===== config.mk =====
export PLATFORM = sky130hd
export DESIGN_NAME = tcps_top
export DESIGN_NICKNAME = d
export VERILOG_FILES = /design/src/tcps_pkg.sv /design/src/tcps_presc_if.sv /design/src/tcps_prescaler.sv /design/src/tcps_top.sv
export VERILOG_INCLUDE_DIRS = /design/src
export SDC_FILE = /design/constraint.sdc
export NUM_CORES = 1
export LEC_CHECK = 0
export ABC_CLOCK_PERIOD_IN_PS = 2100
export BUFFER_PORTS_ARGS = -buffer_cell sky130_fd_sc_hd__buf_2
export CORE_ASPECT_RATIO = 2
export CORE_UTILIZATION = 40
export DETAILED_ROUTE_END_ITERATION = 7
export RECOVER_POWER = 100
export SLEW_MARGIN = 20
export SYNTH_ARGS = -nofsm -noshare
export SYNTH_HDL_FRONTEND = slang
export SYNTH_HIERARCHICAL = 1
export SYNTH_SLANG_ARGS = --single-unit

===== constraint.sdc =====
create_clock -name CLK_SYS -period 2.1 [get_ports CLK_SYS]
set_input_delay 0.42 -clock CLK_SYS [delete_from_list [all_inputs] [get_ports CLK_SYS]]
set_output_delay 0.42 -clock CLK_SYS [all_outputs]
set_load 0.02 [all_outputs]

===== src/tcps_params.svh =====
// Contract
// clock config bits 7 and 2 read as zero, writes to them ignored
// bit 5 picks timer 2 low byte clock: 0 alternate clock, 1 system clock
// bit 6 picks timer 2 high byte clock: 0 alternate clock, 1 system clock
// bit 4 is the timer 1 clock select in timer mode
// timer 1 counts prescaled clock when bit 4 is 0, system clock when 1
// timer 0 counts the prescaled clock when its fast select is 0
// timer 0 counts every system clock when bit 3 is 1
// timer 0 fast select is ignored while timer 0 counts events; the split upper byte still uses it
// prescale code 00 divides by 12, 01 by 4, 10 by 48
// each of timers 0 and 1 has a 16-bit count as two byte registers
// one control register holds run enables and reports overflow flags
// each timer interrupt is gated by its own enable bit
// each of timers 0 and 1 runs in one of four modes from its mode bits; timer 1 stops counting in mode 11 instead
// timer 0 and timer 1 settings are written independently
// in counter mode a falling edge on the event pin increments the count; timer 1 counts its clock instead while timer 0 is split
// event sources hold each level at least two system clock periods
`ifndef TCPS_PARAMS_SVH
`define TCPS_PARAMS_SVH

// ----------------------------------------------------------------
// register byte offsets
// ----------------------------------------------------------------
`define TCPS_OFF_CLKCFG   8'h00
`define TCPS_OFF_CTRL     8'h04
`define TCPS_OFF_MODE     8'h08
`define TCPS_OFF_IRQEN    8'h0c
`define TCPS_OFF_T0LO     8'h10
`define TCPS_OFF_T0HI     8'h14
`define TCPS_OFF_T1LO     8'h18
`define TCPS_OFF_T1HI     8'h1c

// ----------------------------------------------------------------
// field positions
// ----------------------------------------------------------------
`define TCPS_CFG_T2H      6
`define TCPS_CFG_T2L      5
`define TCPS_CFG_T1FAST   4
`define TCPS_CFG_T0FAST   3
`define TCPS_CFG_WMASK    8'h7b
`define TCPS_CTRL_TR0     0
`define TCPS_CTRL_TF0     1
`define TCPS_CTRL_TR1     2
`define TCPS_CTRL_TF1     3
`define TCPS_MODE_T0CM    2
`define TCPS_MODE_T1CM    6
`define TCPS_MODE_WMASK   8'h77

// ----------------------------------------------------------------
// reset values and timing
// ----------------------------------------------------------------
`define TCPS_RST_BYTE     8'h00
`define TCPS_DIV_CODE00   6'd12
`define TCPS_DIV_CODE01   6'd4
`define TCPS_DIV_CODE10   6'd48
`define TCPS_DIV_CODE11   6'd8

`endif


===== src/tcps_pkg.sv =====
package tcps_pkg;

  typedef enum logic [1:0]
  {
    TCPS_M13   = 2'b00,
    TCPS_M16   = 2'b01,
    TCPS_M8REL = 2'b10,
    TCPS_SPLIT = 2'b11
  } tcps_mode_t;

  typedef logic [1:0] tcps_psel_t;

endpackage


===== src/tcps_presc_if.sv =====
`timescale 1ns/10ps

interface tcps_presc_if;
  import tcps_pkg::*;
  tcps_psel_t sel;
  logic       tick;
  modport ctrl (output sel, input tick);
  modport div  (input sel, output tick);
endinterface


===== src/tcps_prescaler.sv =====
`timescale 1ns/10ps
`include "tcps_params.svh"

module tcps_prescaler
  import tcps_pkg::*;
(
  // clock and reset
  input wire logic   clk,
  input wire logic   nrst,
  // select and tick
  tcps_presc_if.div  pif
);

  logic [5:0] cnt_r;
  logic [5:0] cnt_nxt;
  logic       tick_r;
  logic [5:0] div_m1;
  logic       wrap;

  // code 11 is a spare divider so every code yields a defined rate
  assign div_m1 = (pif.sel == 2'b00) ? `TCPS_DIV_CODE00 - 6'd1 :
                  (pif.sel == 2'b01) ? `TCPS_DIV_CODE01 - 6'd1 :
                  (pif.sel == 2'b10) ? `TCPS_DIV_CODE10 - 6'd1 :
                                       `TCPS_DIV_CODE11 - 6'd1;
  // >= rather than == so a shrinking divisor never strands the count
  assign wrap    = (cnt_r >= div_m1);
  assign cnt_nxt = wrap ? 6'h00 : cnt_r + 6'h01;
  assign pif.tick = tick_r;

  always_ff @(posedge clk)
  begin
    if (!nrst)
    begin
      cnt_r  <= 6'h00;
      tick_r <= 1'b0;
    end
    else
    begin
      cnt_r  <= cnt_nxt;
      tick_r <= wrap;
    end
  end

  a_presc_period: assert property (@(posedge clk) disable iff (!nrst)
    (tick_r && pif.sel == 2'b01) ##1 (pif.sel == 2'b01)[*3] |=> tick_r)
    else $error("prescaler tick period wrong");

  a_presc_min_gap: assert property (@(posedge clk) disable iff (!nrst)
    tick_r |=> (!tick_r)[*3])
    else $error("prescaler ticks too close");

  a_presc_div_m1: assert property (@(posedge clk) disable iff (!nrst)
    (tick_r && pif.sel == 2'b10 && $past(pif.sel) == 2'b10)
      |-> $past(cnt_r) == `TCPS_DIV_CODE10 - 6'd1)
    else $error("prescaler tick at wrong count");

endmodule


===== src/tcps_top.sv =====
`timescale 1ns/10ps
`include "tcps_params.svh"

module tcps_top
  import tcps_pkg::*;
(
  // clock and reset
  input  wire logic        CLK_SYS,
  input  wire logic        NRST,
  // apb slave
  input  wire logic        PSEL,
  input  wire logic        PENABLE,
  input  wire logic        PWRITE,
  input  wire logic [7:0]  PADDR,
  input  wire logic [31:0] PWDATA,
  output logic      [31:0] PRDATA,
  output logic             PREADY,
  output logic             PSLVERR,
  // event pins
  input  wire logic        TIMER0_EVENT_PIN,
  input  wire logic        TIMER1_EVENT_PIN,
  // timer 2 alternate clock enable
  input  wire logic        T2_ALT_TICK,
  // timer clock enables out
  output logic             T2L_TICK,
  output logic             T2H_TICK,
  output logic             T1_OVF,
  // interrupts
  output logic             IRQ_T0,
  output logic             IRQ_T1
);

  // ----------------------------------------------------------------
  // state
  // ----------------------------------------------------------------
  logic [7:0]  cfg_r;
  logic [7:0]  mode_r;
  logic [1:0]  ie_r;
  logic        tr0_r, tr1_r, tf0_r, tf1_r;
  logic        tf0_nxt, tf1_nxt;
  logic [15:0] cnt0_r, cnt1_r;
  logic [15:0] cnt0_nxt, cnt1_nxt;
  logic        pready_r, pslverr_r;
  logic [31:0] prdata_r;
  logic        t2l_r, t2h_r, t1ovf_r, irq0_r, irq1_r;
  logic [1:0]  ev_s1, ev_s2, ev_s3;
  logic [1:0]  ev_fall;
  logic [1:0]  ev_pin;

  tcps_presc_if pif ();

  tcps_prescaler u_presc
  (
    .clk  (CLK_SYS),
    .nrst (NRST),
    .pif  (pif)
  );

  assign pif.sel = cfg_r[1:0];

  // ----------------------------------------------------------------
  // apb decode
  // ----------------------------------------------------------------
  function automatic logic hit(input logic [7:0] a, input logic [7:0] off);
    hit = (a == off);
  endfunction

  logic acc, wr_en, mapped;
  logic w_cfg, w_ctrl, w_mode, w_ie, w_t0l, w_t0h, w_t1l, w_t1h;
  logic [31:0] rd_mux;

  // one wait state: ready rises in the second access cycle
  assign acc    = PSEL & PENABLE & ~pready_r;
  assign wr_en  = PSEL & PENABLE & pready_r & PWRITE & ~pslverr_r;
  assign w_cfg  = wr_en & hit(PADDR, `TCPS_OFF_CLKCFG);
  assign w_ctrl = wr_en & hit(PADDR, `TCPS_OFF_CTRL);
  assign w_mode = wr_en & hit(PADDR, `TCPS_OFF_MODE);
  assign w_ie   = wr_en & hit(PADDR, `TCPS_OFF_IRQEN);
  assign w_t0l  = wr_en & hit(PADDR, `TCPS_OFF_T0LO);
  assign w_t0h  = wr_en & hit(PADDR, `TCPS_OFF_T0HI);
  assign w_t1l  = wr_en & hit(PADDR, `TCPS_OFF_T1LO);
  assign w_t1h  = wr_en & hit(PADDR, `TCPS_OFF_T1HI);
  assign mapped = (PADDR[7:5] == 3'b000) & (PADDR[1:0] == 2'b00);

  assign rd_mux =
    hit(PADDR, `TCPS_OFF_CLKCFG) ? {24'h000000, cfg_r} :
    hit(PADDR, `TCPS_OFF_CTRL)   ? {28'h0000000, tf1_r, tr1_r, tf0_r, tr0_r} :
    hit(PADDR, `TCPS_OFF_MODE)   ? {24'h000000, mode_r} :
    hit(PADDR, `TCPS_OFF_IRQEN)  ? {30'h0, ie_r} :
    hit(PADDR, `TCPS_OFF_T0LO)   ? {24'h000000, cnt0_r[7:0]} :
    hit(PADDR, `TCPS_OFF_T0HI)   ? {24'h000000, cnt0_r[15:8]} :
    hit(PADDR, `TCPS_OFF_T1LO)   ? {24'h000000, cnt1_r[7:0]} :
    hit(PADDR, `TCPS_OFF_T1HI)   ? {24'h000000, cnt1_r[15:8]} :
                                   32'h00000000;

  // ----------------------------------------------------------------
  // event pin synchronisers
  // ----------------------------------------------------------------
  assign ev_pin = {TIMER1_EVENT_PIN, TIMER0_EVENT_PIN};

  // three stages: two to resolve metastability, one more for the edge
  genvar gi;
  generate
    for (gi = 0; gi < 2; gi++)
    begin : g_sync
      always_ff @(posedge CLK_SYS)
      begin
        if (!NRST)
        begin
          ev_s1[gi] <= 1'b1;
          ev_s2[gi] <= 1'b1;
          ev_s3[gi] <= 1'b1;
        end
        else
        begin
          ev_s1[gi] <= ev_pin[gi];
          ev_s2[gi] <= ev_s1[gi];
          ev_s3[gi] <= ev_s2[gi];
        end
      end
      // edges closer than two periods can be missed
      assign ev_fall[gi] = ev_s3[gi] & ~ev_s2[gi];
    end
  endgenerate

  // ----------------------------------------------------------------
  // count step: {overflow, high, low}
  // ----------------------------------------------------------------
  function automatic logic [16:0] step(input tcps_mode_t m, input logic [15:0] c);
    logic [12:0] c13;
    c13 = {c[15:8], c[4:0]} + 13'h0001;
    unique case (m)
      TCPS_M13:   step = {c[15:8] == 8'hff && c[4:0] == 5'h1f, c13[12:5], c[7:5], c13[4:0]};
      TCPS_M16:   step = {c == 16'hffff, c + 16'h0001};
      TCPS_M8REL: step = {c[7:0] == 8'hff, c[15:8], (c[7:0] == 8'hff) ? c[15:8] : c[7:0] + 8'h01};
      TCPS_SPLIT: step = {c[7:0] == 8'hff, c[15:8], c[7:0] + 8'h01};
    endcase
  endfunction

  // ----------------------------------------------------------------
  // clock selection
  // ----------------------------------------------------------------
  tcps_mode_t  m0, m1;
  logic        cm0, cm1, split0, run1;
  logic        t0_tick, t0h_tick, t1_tick;
  logic [16:0] st0, st1;
  logic        ovf0, ovf0h, ovf1;

  assign m0     = tcps_mode_t'(mode_r[1:0]);
  assign m1     = tcps_mode_t'(mode_r[5:4]);
  assign cm0    = mode_r[`TCPS_MODE_T0CM];
  assign cm1    = mode_r[`TCPS_MODE_T1CM];
  assign split0 = (m0 == TCPS_SPLIT);

  // timer 0 fast select drops out of the low counter in event-counter mode; the split upper byte still uses it
  assign t0_tick = tr0_r & (cm0 ? ev_fall[0]
                                : (cfg_r[`TCPS_CFG_T0FAST] | pif.tick));
  // split upper byte borrows timer 1 run bit and stays a timer
  assign t0h_tick = split0 & tr1_r & (cfg_r[`TCPS_CFG_T0FAST] | pif.tick);
  // with timer 0 split, timer 1 runs whenever its mode is not split
  assign run1    = (split0 ? 1'b1 : tr1_r) & (m1 != TCPS_SPLIT);
  assign t1_tick = run1 & ((cm1 & ~split0) ? ev_fall[1]
                                           : (cfg_r[`TCPS_CFG_T1FAST] | pif.tick));

  assign st0   = step(m0, cnt0_r);
  assign st1   = step(m1, cnt1_r);
  assign ovf0  = t0_tick & st0[16];
  assign ovf0h = t0h_tick & (cnt0_r[15:8] == 8'hff);
  assign ovf1  = t1_tick & st1[16];

  // ----------------------------------------------------------------
  // next counts and flags: software byte writes win over counting
  // ----------------------------------------------------------------
  always_comb
  begin
    cnt0_nxt = cnt0_r;
    if (t0_tick)
      cnt0_nxt = st0[15:0];
    if (t0h_tick)
      cnt0_nxt[15:8] = cnt0_r[15:8] + 8'h01;
    if (w_t0l)
      cnt0_nxt[7:0] = PWDATA[7:0];
    if (w_t0h)
      cnt0_nxt[15:8] = PWDATA[7:0];
    cnt1_nxt = t1_tick ? st1[15:0] : cnt1_r;
    if (w_t1l)
      cnt1_nxt[7:0] = PWDATA[7:0];
    if (w_t1h)
      cnt1_nxt[15:8] = PWDATA[7:0];
  end

  // overflow set beats a software clear in the same cycle
  assign tf0_nxt = ovf0 | (w_ctrl ? PWDATA[`TCPS_CTRL_TF0] : tf0_r);
  assign tf1_nxt = (split0 ? ovf0h : ovf1)
                 | (w_ctrl ? PWDATA[`TCPS_CTRL_TF1] : tf1_r);

  // ----------------------------------------------------------------
  // registers
  // ----------------------------------------------------------------
  always_ff @(posedge CLK_SYS)
  begin
    if (!NRST)
    begin
      cfg_r  <= `TCPS_RST_BYTE;
      mode_r <= `TCPS_RST_BYTE;
      ie_r   <= 2'b00;
      tr0_r  <= 1'b0;
      tr1_r  <= 1'b0;
      tf0_r  <= 1'b0;
      tf1_r  <= 1'b0;
      cnt0_r <= 16'h0000;
      cnt1_r <= 16'h0000;
    end
    else
    begin
      if (w_cfg)
        cfg_r <= PWDATA[7:0] & `TCPS_CFG_WMASK;
      if (w_mode)
        mode_r <= PWDATA[7:0] & `TCPS_MODE_WMASK;
      if (w_ie)
        ie_r <= PWDATA[1:0];
      if (w_ctrl)
      begin
        tr0_r <= PWDATA[`TCPS_CTRL_TR0];
        tr1_r <= PWDATA[`TCPS_CTRL_TR1];
      end
      tf0_r  <= tf0_nxt;
      tf1_r  <= tf1_nxt;
      cnt0_r <= cnt0_nxt;
      cnt1_r <= cnt1_nxt;
    end
  end

  always_ff @(posedge CLK_SYS)
  begin
    if (!NRST)
    begin
      pready_r  <= 1'b0;
      pslverr_r <= 1'b0;
      prdata_r  <= 32'h00000000;
    end
    else
    begin
      pready_r  <= acc;
      pslverr_r <= acc & ~mapped;
      prdata_r  <= (acc & ~PWRITE & mapped) ? rd_mux : 32'h00000000;
    end
  end

  // outputs leave straight from flops
  always_ff @(posedge CLK_SYS)
  begin
    if (!NRST)
    begin
      t2l_r   <= 1'b0;
      t2h_r   <= 1'b0;
      t1ovf_r <= 1'b0;
      irq0_r  <= 1'b0;
      irq1_r  <= 1'b0;
    end
    else
    begin
      t2l_r   <= cfg_r[`TCPS_CFG_T2L] | T2_ALT_TICK;
      t2h_r   <= cfg_r[`TCPS_CFG_T2H] | T2_ALT_TICK;
      t1ovf_r <= t1_tick & st1[16];
      irq0_r  <= tf0_r & ie_r[0];
      irq1_r  <= tf1_r & ie_r[1];
    end
  end

  assign PRDATA   = prdata_r;
  assign PREADY   = pready_r;
  assign PSLVERR  = pslverr_r;
  assign T2L_TICK = t2l_r;
  assign T2H_TICK = t2h_r;
  assign T1_OVF   = t1ovf_r;
  assign IRQ_T0   = irq0_r;
  assign IRQ_T1   = irq1_r;

  // ----------------------------------------------------------------
  // checks
  // ----------------------------------------------------------------
  a_cfg_unused_zero: assert property (@(posedge CLK_SYS) disable iff (!NRST)
    $rose(pready_r) && !PWRITE && PADDR == `TCPS_OFF_CLKCFG |-> !PRDATA[7] && !PRDATA[2])
    else $error("clock config unused bits not zero");

  a_t0_fast_clock: assert property (@(posedge CLK_SYS) disable iff (!NRST)
    (tr0_r && !cm0 && cfg_r[`TCPS_CFG_T0FAST] && m0 == TCPS_M16 && !w_t0l && !w_t0h)
      |=> cnt0_r == $past(cnt0_r) + 16'h0001)
    else $error("timer 0 missed a system clock step");

  a_t0_prescaled: assert property (@(posedge CLK_SYS) disable iff (!NRST)
    (!cm0 && !cfg_r[`TCPS_CFG_T0FAST]) |-> t0_tick == (tr0_r && pif.tick))
    else $error("timer 0 not on prescaled clock");

  a_t0_event_only: assert property (@(posedge CLK_SYS) disable iff (!NRST)
    cm0 |-> t0_tick == (tr0_r && ev_s3[0] && !ev_s2[0]))
    else $error("timer 0 event mode uses wrong source");

  a_t0_pin_fall: assert property (@(posedge CLK_SYS) disable iff (!NRST)
    (tr0_r && cm0 && m0 == TCPS_M16 && !w_t0l && !w_t0h && $fell(ev_s2[0]))
      |=> cnt0_r == $past(cnt0_r) + 16'h0001)
    else $error("pin falling edge not counted");

  a_t1_clock_sel: assert property (@(posedge CLK_SYS) disable iff (!NRST)
    (tr1_r && !split0 && m1 != TCPS_SPLIT && !cm1)
      |-> t1_tick == (cfg_r[`TCPS_CFG_T1FAST] || pif.tick))
    else $error("timer 1 clock select wrong");

  a_irq_gating: assert property (@(posedge CLK_SYS) disable iff (!NRST)
    ##1 (IRQ_T0 == $past(tf0_r && ie_r[0])) && (IRQ_T1 == $past(tf1_r && ie_r[1])))
    else $error("interrupt not gated by its enable");

  a_flag_set_wins: assert property (@(posedge CLK_SYS) disable iff (!NRST)
    ovf0 |=> tf0_r)
    else $error("overflow flag lost");

  a_byte_write: assert property (@(posedge CLK_SYS) disable iff (!NRST)
    w_t1h |=> cnt1_r[15:8] == $past(PWDATA[7:0]) && cnt0_r[15:8] == $past(cnt0_nxt[15:8]))
    else $error("byte write not stored");

  a_t2_low_sel: assert property (@(posedge CLK_SYS) disable iff (!NRST)
    cfg_r[`TCPS_CFG_T2L] && cfg_r[`TCPS_CFG_T2H] |=> T2L_TICK && T2H_TICK)
    else $error("timer 2 system clock select ignored");

endmodule


# Yosys cells after proc, flatten, opt, wreduce, memory -nomap -nowiden
# Index checks and enable logic that the tools add are counted.
[word_totals] regBits=102 output_inout_bits=39 word_cells=166
[classes] add_sub_neg=8 order_cmp=1 eq_ne=30 mux=28 bitwise_logic=46 n_reduce_logical=21
[ops] cell="$pmux W17 S4" count=2
[ops] cell="$mux W8" count=11
[ops] cell="$add A16 B1 Y16 const B" count=2
[ops] cell="$eq A16 B16 Y1 const B" count=2
[ops] cell="$eq A8 B5 Y1 const B" count=4
[ops] cell="$eq A8 B8 Y1 const B" count=4
[ops] cell="$mux W16" count=2
[ops] cell="$and A1 B1 Y1" count=30
[ops] cell="$mux W7" count=4
[ops] cell="$add A13 B1 Y13 const B" count=2
[ops] cell="$add A8 B1 Y8 const B" count=3
[ops] cell="$mux W6" count=3
[ops] cell="$eq A8 B4 Y1 const B" count=2
[ops] cell="$eq A2 B2 Y1 const B" count=5
[ops] cell="$eq A5 B5 Y1 const B" count=2
[ops] cell="$ne A2 B2 Y1 const B" count=5
[ops] cell="$not A1 Y1" count=10
[ops] cell="$reduce_or A9 Y1" count=1
[ops] cell="$eq A8 B3 Y1 const B" count=1
[ops] cell="$logic_not A2 Y1" count=4
[ops] cell="$logic_not A8 Y1" count=1
[ops] cell="$add A6 B1 Y6 const B" count=1
[ops] cell="$eq A2 B1 Y1 const B" count=3
[ops] cell="$ge A6 B6 Y1" count=1
[ops] cell="other kinds (12)" count=29

# Longest topological paths before layout
[logic_depth] ltp_word=9 ltp_mapped=8 depth_no_buf=7

# Hierarchy
# Netlist, hierarchy kept.
[by_module_without_submodules] module="tcps_top" n_inst=1 cells_each=585 area_each_um2=4530.6
[by_module_without_submodules] module="tcps_prescaler" n_inst=1 cells_each=34 area_each_um2=356.6

# Worst setup path after synthesis
# No wires, ideal clock.
[synth_path] kind="register -> register" from="register pready_r, in the netlist PREADY" to="register tf1_r" setup_ns=0.117 arrival_ns=1.988 required_ns=1.983 slack_ns=-0.005 stages_incl_launch_ff=9 synth_period_minus_slack_ns=2.105 path_cell_list="dfxtp_1 nand2_1 or3_4 buf_6 or4_4 buf_6 mux2i_1 o21ai_1 a22o_1"
[synth_via] elab_chain_len=6
[synth_lines] item="start: declaration" line_no="tcps_top.sv:43" rtl="logic pready_r, pslverr_r;"
[synth_lines] item="start signal: assignment" line_no="tcps_top.sv:238" rtl="pready_r <= 1'b0;"
[synth_lines] item="start signal: assignment" line_no="tcps_top.sv:244" rtl="pready_r <= acc;"
[synth_lines] item="$and A1 B1 Y1 (3 in series)" line_no="tcps_top.sv:74" rtl="assign wr_en = PSEL & PENABLE & pready_r & PWRITE & ~pslverr_r;"
[synth_lines] item="$and A1 B1 Y1" line_no="tcps_top.sv:76" rtl="assign w_ctrl = wr_en & hit(PADDR, `TCPS_OFF_CTRL);"
[synth_lines] item="$mux W1" line_no="tcps_top.sv:195" rtl="| (w_ctrl ? PWDATA[`TCPS_CTRL_TF1] : tf1_r);"
[synth_lines] item="$or A1 B1 Y1" line_no="tcps_top.sv:194" rtl="assign tf1_nxt = (split0 ? ovf0h : ovf1)"
[synth_lines] item="end signal: assignment" line_no="tcps_top.sv:228" rtl="tf1_r <= tf1_nxt;"
[synth_lines] item="end: declaration" line_no="tcps_top.sv:39" rtl="logic tr0_r, tr1_r, tf0_r, tf1_r;"
# Every way passes these cells.
# A chain may end at the register's enable or synchronous reset.

# Final worst setup path
[layout_path] from="register cnt1_r[0]" to="register cnt1_r[12]"
[layout_via] elab_chain_len=4
[layout_lines] item="start: declaration" line_no="tcps_top.sv:41" rtl="logic [15:0] cnt0_r, cnt1_r;"
[layout_lines] item="start signal: assignment" line_no="tcps_top.sv:230" rtl="cnt1_r <= cnt1_nxt;"
[layout_lines] item="$add A16 B1 Y16 / $add A13 B1 Y13 (equally long branches)" line_no="tcps_top.sv:134, tcps_top.sv:131"
[layout_lines] item="$pmux W17 S4 *" line_no="tcps_top.sv:132" rtl="unique case (m)"
[layout_lines] item="$mux W16 *" line_no="tcps_top.sv:185" rtl="cnt1_nxt = t1_tick ? st1[15:0] : cnt1_r;"
[layout_lines] item="$mux W8 *" line_no="tcps_top.sv:188" rtl="if (w_t1h)"
# Every way passes the cells marked *; elsewhere a longest branch is shown, timed or not. The select of a mux whose other input is x is not followed.

==> results by group <==
Worst hold path
  • Hold Crit Start: TIMER1_EVENT_PIN
  • Hold endpoint: ev_s1[1]
  • HP Class: in2reg
  • Worst hold stages: 2

Final layout
  • Finished Core Util: 0.493
  • # diodes: 0
  • Final Net Count: 761
  • Post-Layout Cell Count: 854
  • Synthesis-to-finish area growth: 19.5%
  • Commonest non-fill, non-tap cells in the layout: dfxtp_1 (77), nor2_1 (70), buf_4 (57)
  • Filler cells: 1,197
  • Finished Cell Area: 5840 sq um
  • Commonest non-fill, non-tap cell in the layout: dfxtp_1
  • Layout cell share with drive strength beyond 1: 0.181

Synth
  • Top_reg_cell synth: dfxtp_1
  • Syn Inst Count: 619
  • Async SR Flop Fraction: 0
  • Mapped Area: about 4900 sq um
  • Sequential area share after synthesis: 0.320
  • Post-synth EDFFs: 0
  • Syn Area/Cell: 7.90 sq um
  • Yosys cell types: 73
  • #FFs+latches synth: 78
  • Yosys warns: 6

Routing
  • Final wirelength: 17,500 um
  • Vias per Instance: 6.02
  • Starting DRT DRC Count: between 300 and 400
  • Drt pass-1 iters: 7
  • Post-route ant nets: 0
  • Vias post-DR: 5,139
  • DRC Markers: 0
  • DR WL/cell: 20.5 um

GRT
  • Antenna violations before repair: 0
  • Largest net degree at the start of global routing: 34
  • Global-route wire length before repair: 26,700 um
  • GRT Residual Overflow: 0
  • GRT Total Usage: 0.286
  • Vias in the first global route: 5,019

Pwr
  • Maximum vdd drop: 320 uV
  • Total power divided by cell area: 592 nW/um^2
  • Leakage: between 2 and 2.5 nW

Critical path
  • Worst Path Max Fanout: 4
  • Top delay family on crit path: compound AO/OA/AOI/OAI gates
  • Buf/Inv on CP: 1
  • Critical path capture point type: flip-flop
  • Crit-path cells: ha_1, nand4_1, nor3_2, o221ai_1, buf_4, nor2_1, xnor2_1, a211oi_1
  • Worst R2R Path Depth: 8
  • CP max stage delay: 0.34 ns
  • WS Path Type: reg2reg
  • CP arrival: 2.30 ns
  • Critical Path Start: cnt1_r[0]
  • Flop-to-flop setup slack: between 0.05 and 0.06 ns
  • RR Endpoint: cnt1_r[12]
  • Worst R2R Start: cnt1_r[0]
  • Slowest stage cell on the critical path: dfxtp_1
  • Crit path launch type: flip-flop
  • Worst path required time: 2.36 ns

Clock network
  • CTS clock-pin slew for the worst setup and hold paths: 0.07 ns
  • Total CTS buffers: 9
  • Clock Latency Late Sink: 0.34 ns
  • # resized after CTS: 0
  • # hold bufs at CTS: 0
  • TritonCTS clock tree: built
  • Clock sink count: 78
  • Longest Clk Path Bufs: 2
  • Postcts setup bufs: 0
  • Clock root buffer master: clkbuf_16
  • CTS HTree Levels: 3

STA
  • RSZ-0062 raised after global routing: true
  • Fmax: around 0.49 GHz
  • Final worst slack: 0.0599 ns
  • Final Hold Fails: 0
  • Pins Over Slew Limit: 0
  • Setup_tns: 0 ns
  • Least-Margin Pin Slew: 0.667 ns
  • Slew HR: 0.543
  • Fin crit period: 2.04 ns
  • Final setup fails: 0
  • Final Cycle Share: 0.971
  • Setup Skew: approximately 0.0091 ns

Floorplan
  • Die area: 12,700 sq um
  • Width of the die: 80.2 um
  • Starting density of the core: 0.413
  • # IOs: 87
  • Rows: 56
  • Die Y: ~160 um
  • Total core area: 11,800 sq um

Place
  • Number of port buffers: 38
  • Dpl cell area: 5580 sq um
  • Dpl hpwl: 13,500 um
  • Post-Place Cells: 838
  • DP Worst Slack: -0.187 ns
  • Gpl congestion: 0.992

Outcome
  • Status: completed

Flow run
  • Max Cap Viol: 0
## cell families after synthesis
logic type / synth area share
xor+xnor: 0.0341
fa+ha+maj: 0.0230
buf+inv: 0.0865
mux: 0.0771
simple gates: 0.236
other cells: 0.000767
compound gates: 0.223
flops: 0.320
## through the flow
step	power (W)	hold WS, ns
global route	0.00356	0.269
global placement	0.00180	0.393
finish	0.00346	0.271
floorplan	0.00172	0.386
CTS	0.00348	0.268
detailed placement	0.00180	0.396
## cells in the mapped netlist, drive strengths merged, types with 2 or more instances
master	instances	area, sq um
mux4	2	45.0
or3	6	42.5
nor2b	3	18.8
nand2	55	209
mux2i	32	320
o211ai	10	80.1
o21a	2	15.0
nand3	27	135
nand2b	10	62.6
inv	19	71.3
o21ai	36	180
clkbuf	27	101
o22a	2	17.5
o221ai	5	43.8
nor4	8	62.6
a31oi	8	50.1
xor2	5	43.8
a21o	3	22.5
buf	36	250
xnor2	14	123
a311oi	4	35.0
a2111oi	4	35.0
o31ai	2	15.0
ha	9	113
a211oi	11	82.6
and2	3	18.8
and4	4	35.0
or2	5	31.3
o22ai	5	31.3
a21boi	4	30.0
a211o	3	35.0
a22oi	3	22.5
a31o	4	35.0
nand4	10	62.6
nor3	17	105
or4	4	33.8
a221oi	5	50.0
o211a	2	20.0
a21oi	40	200
and3	7	43.8
nor2	70	263
dfxtp	78	1560
## layer usage
metal / global-route usage / share of wire / vias up / wire (um)
met4: 0.200 / 0.077 / 0 / 1360
met3: 0.0413 / 0.050 / 81 / 882
met1: 0.277 / 0.33 / 2430 / 5850
li1: - / - / 2376 / -
met2: 0.540 / 0.54 / 252 / 9420
met5: 0 / 0 / - / 0
## cell type report
type                    count  area [sq um]  area share
clock inverters             6          75.1      0.0129
well taps                 145           181      0.0311
inverters                  19          71.3      0.0122
multi-input cells         482          3010       0.515
repair buffers            114           701       0.120
flip-flops and latches     78          1560       0.268
clock buffers              10           239      0.0409
## power breakdown
part | switching, W | internal (W)
clock | 0.000712 | 0.000977
sequential | 0.0000175 | 0.00150
combinational | 0.000175 | 0.0000785
total | 0.000905 | 0.00255
## state kept, by name (all words and copies together), names as in the netlist
register and count:
T2H_TICK 1, PRDATA 8, T1_OVF 1, ev_s1 2, tr1_r 1, ev_s3 2, cfg_r 6, u_presc/cnt_r 6
tr0_r 1, tf1_r 1, cnt1_r 16, ie_r 2, u_presc/pif.tick 1, IRQ_T1 1, T2L_TICK 1, IRQ_T0 1
ev_s2 2, PREADY 1, mode_r 6, cnt0_r 16, tf0_r 1, PSLVERR 1
## worst max path at each step
stage | to | slack (ns) | depth (start not counted)
after global placement | PRDATA[4] | -0.11 | 8
after floorplan | tf1_r | 0.0007 | 8
after CTS | cnt0_r[12] | 0.006 | 7
after detailed placement | PRDATA[4] | -0.19 | 8
after global routing | cnt1_r[12] | -0.05 | 8
final | cnt1_r[12] | 0.06 | 8
Power figures use the tool's default switching activity.
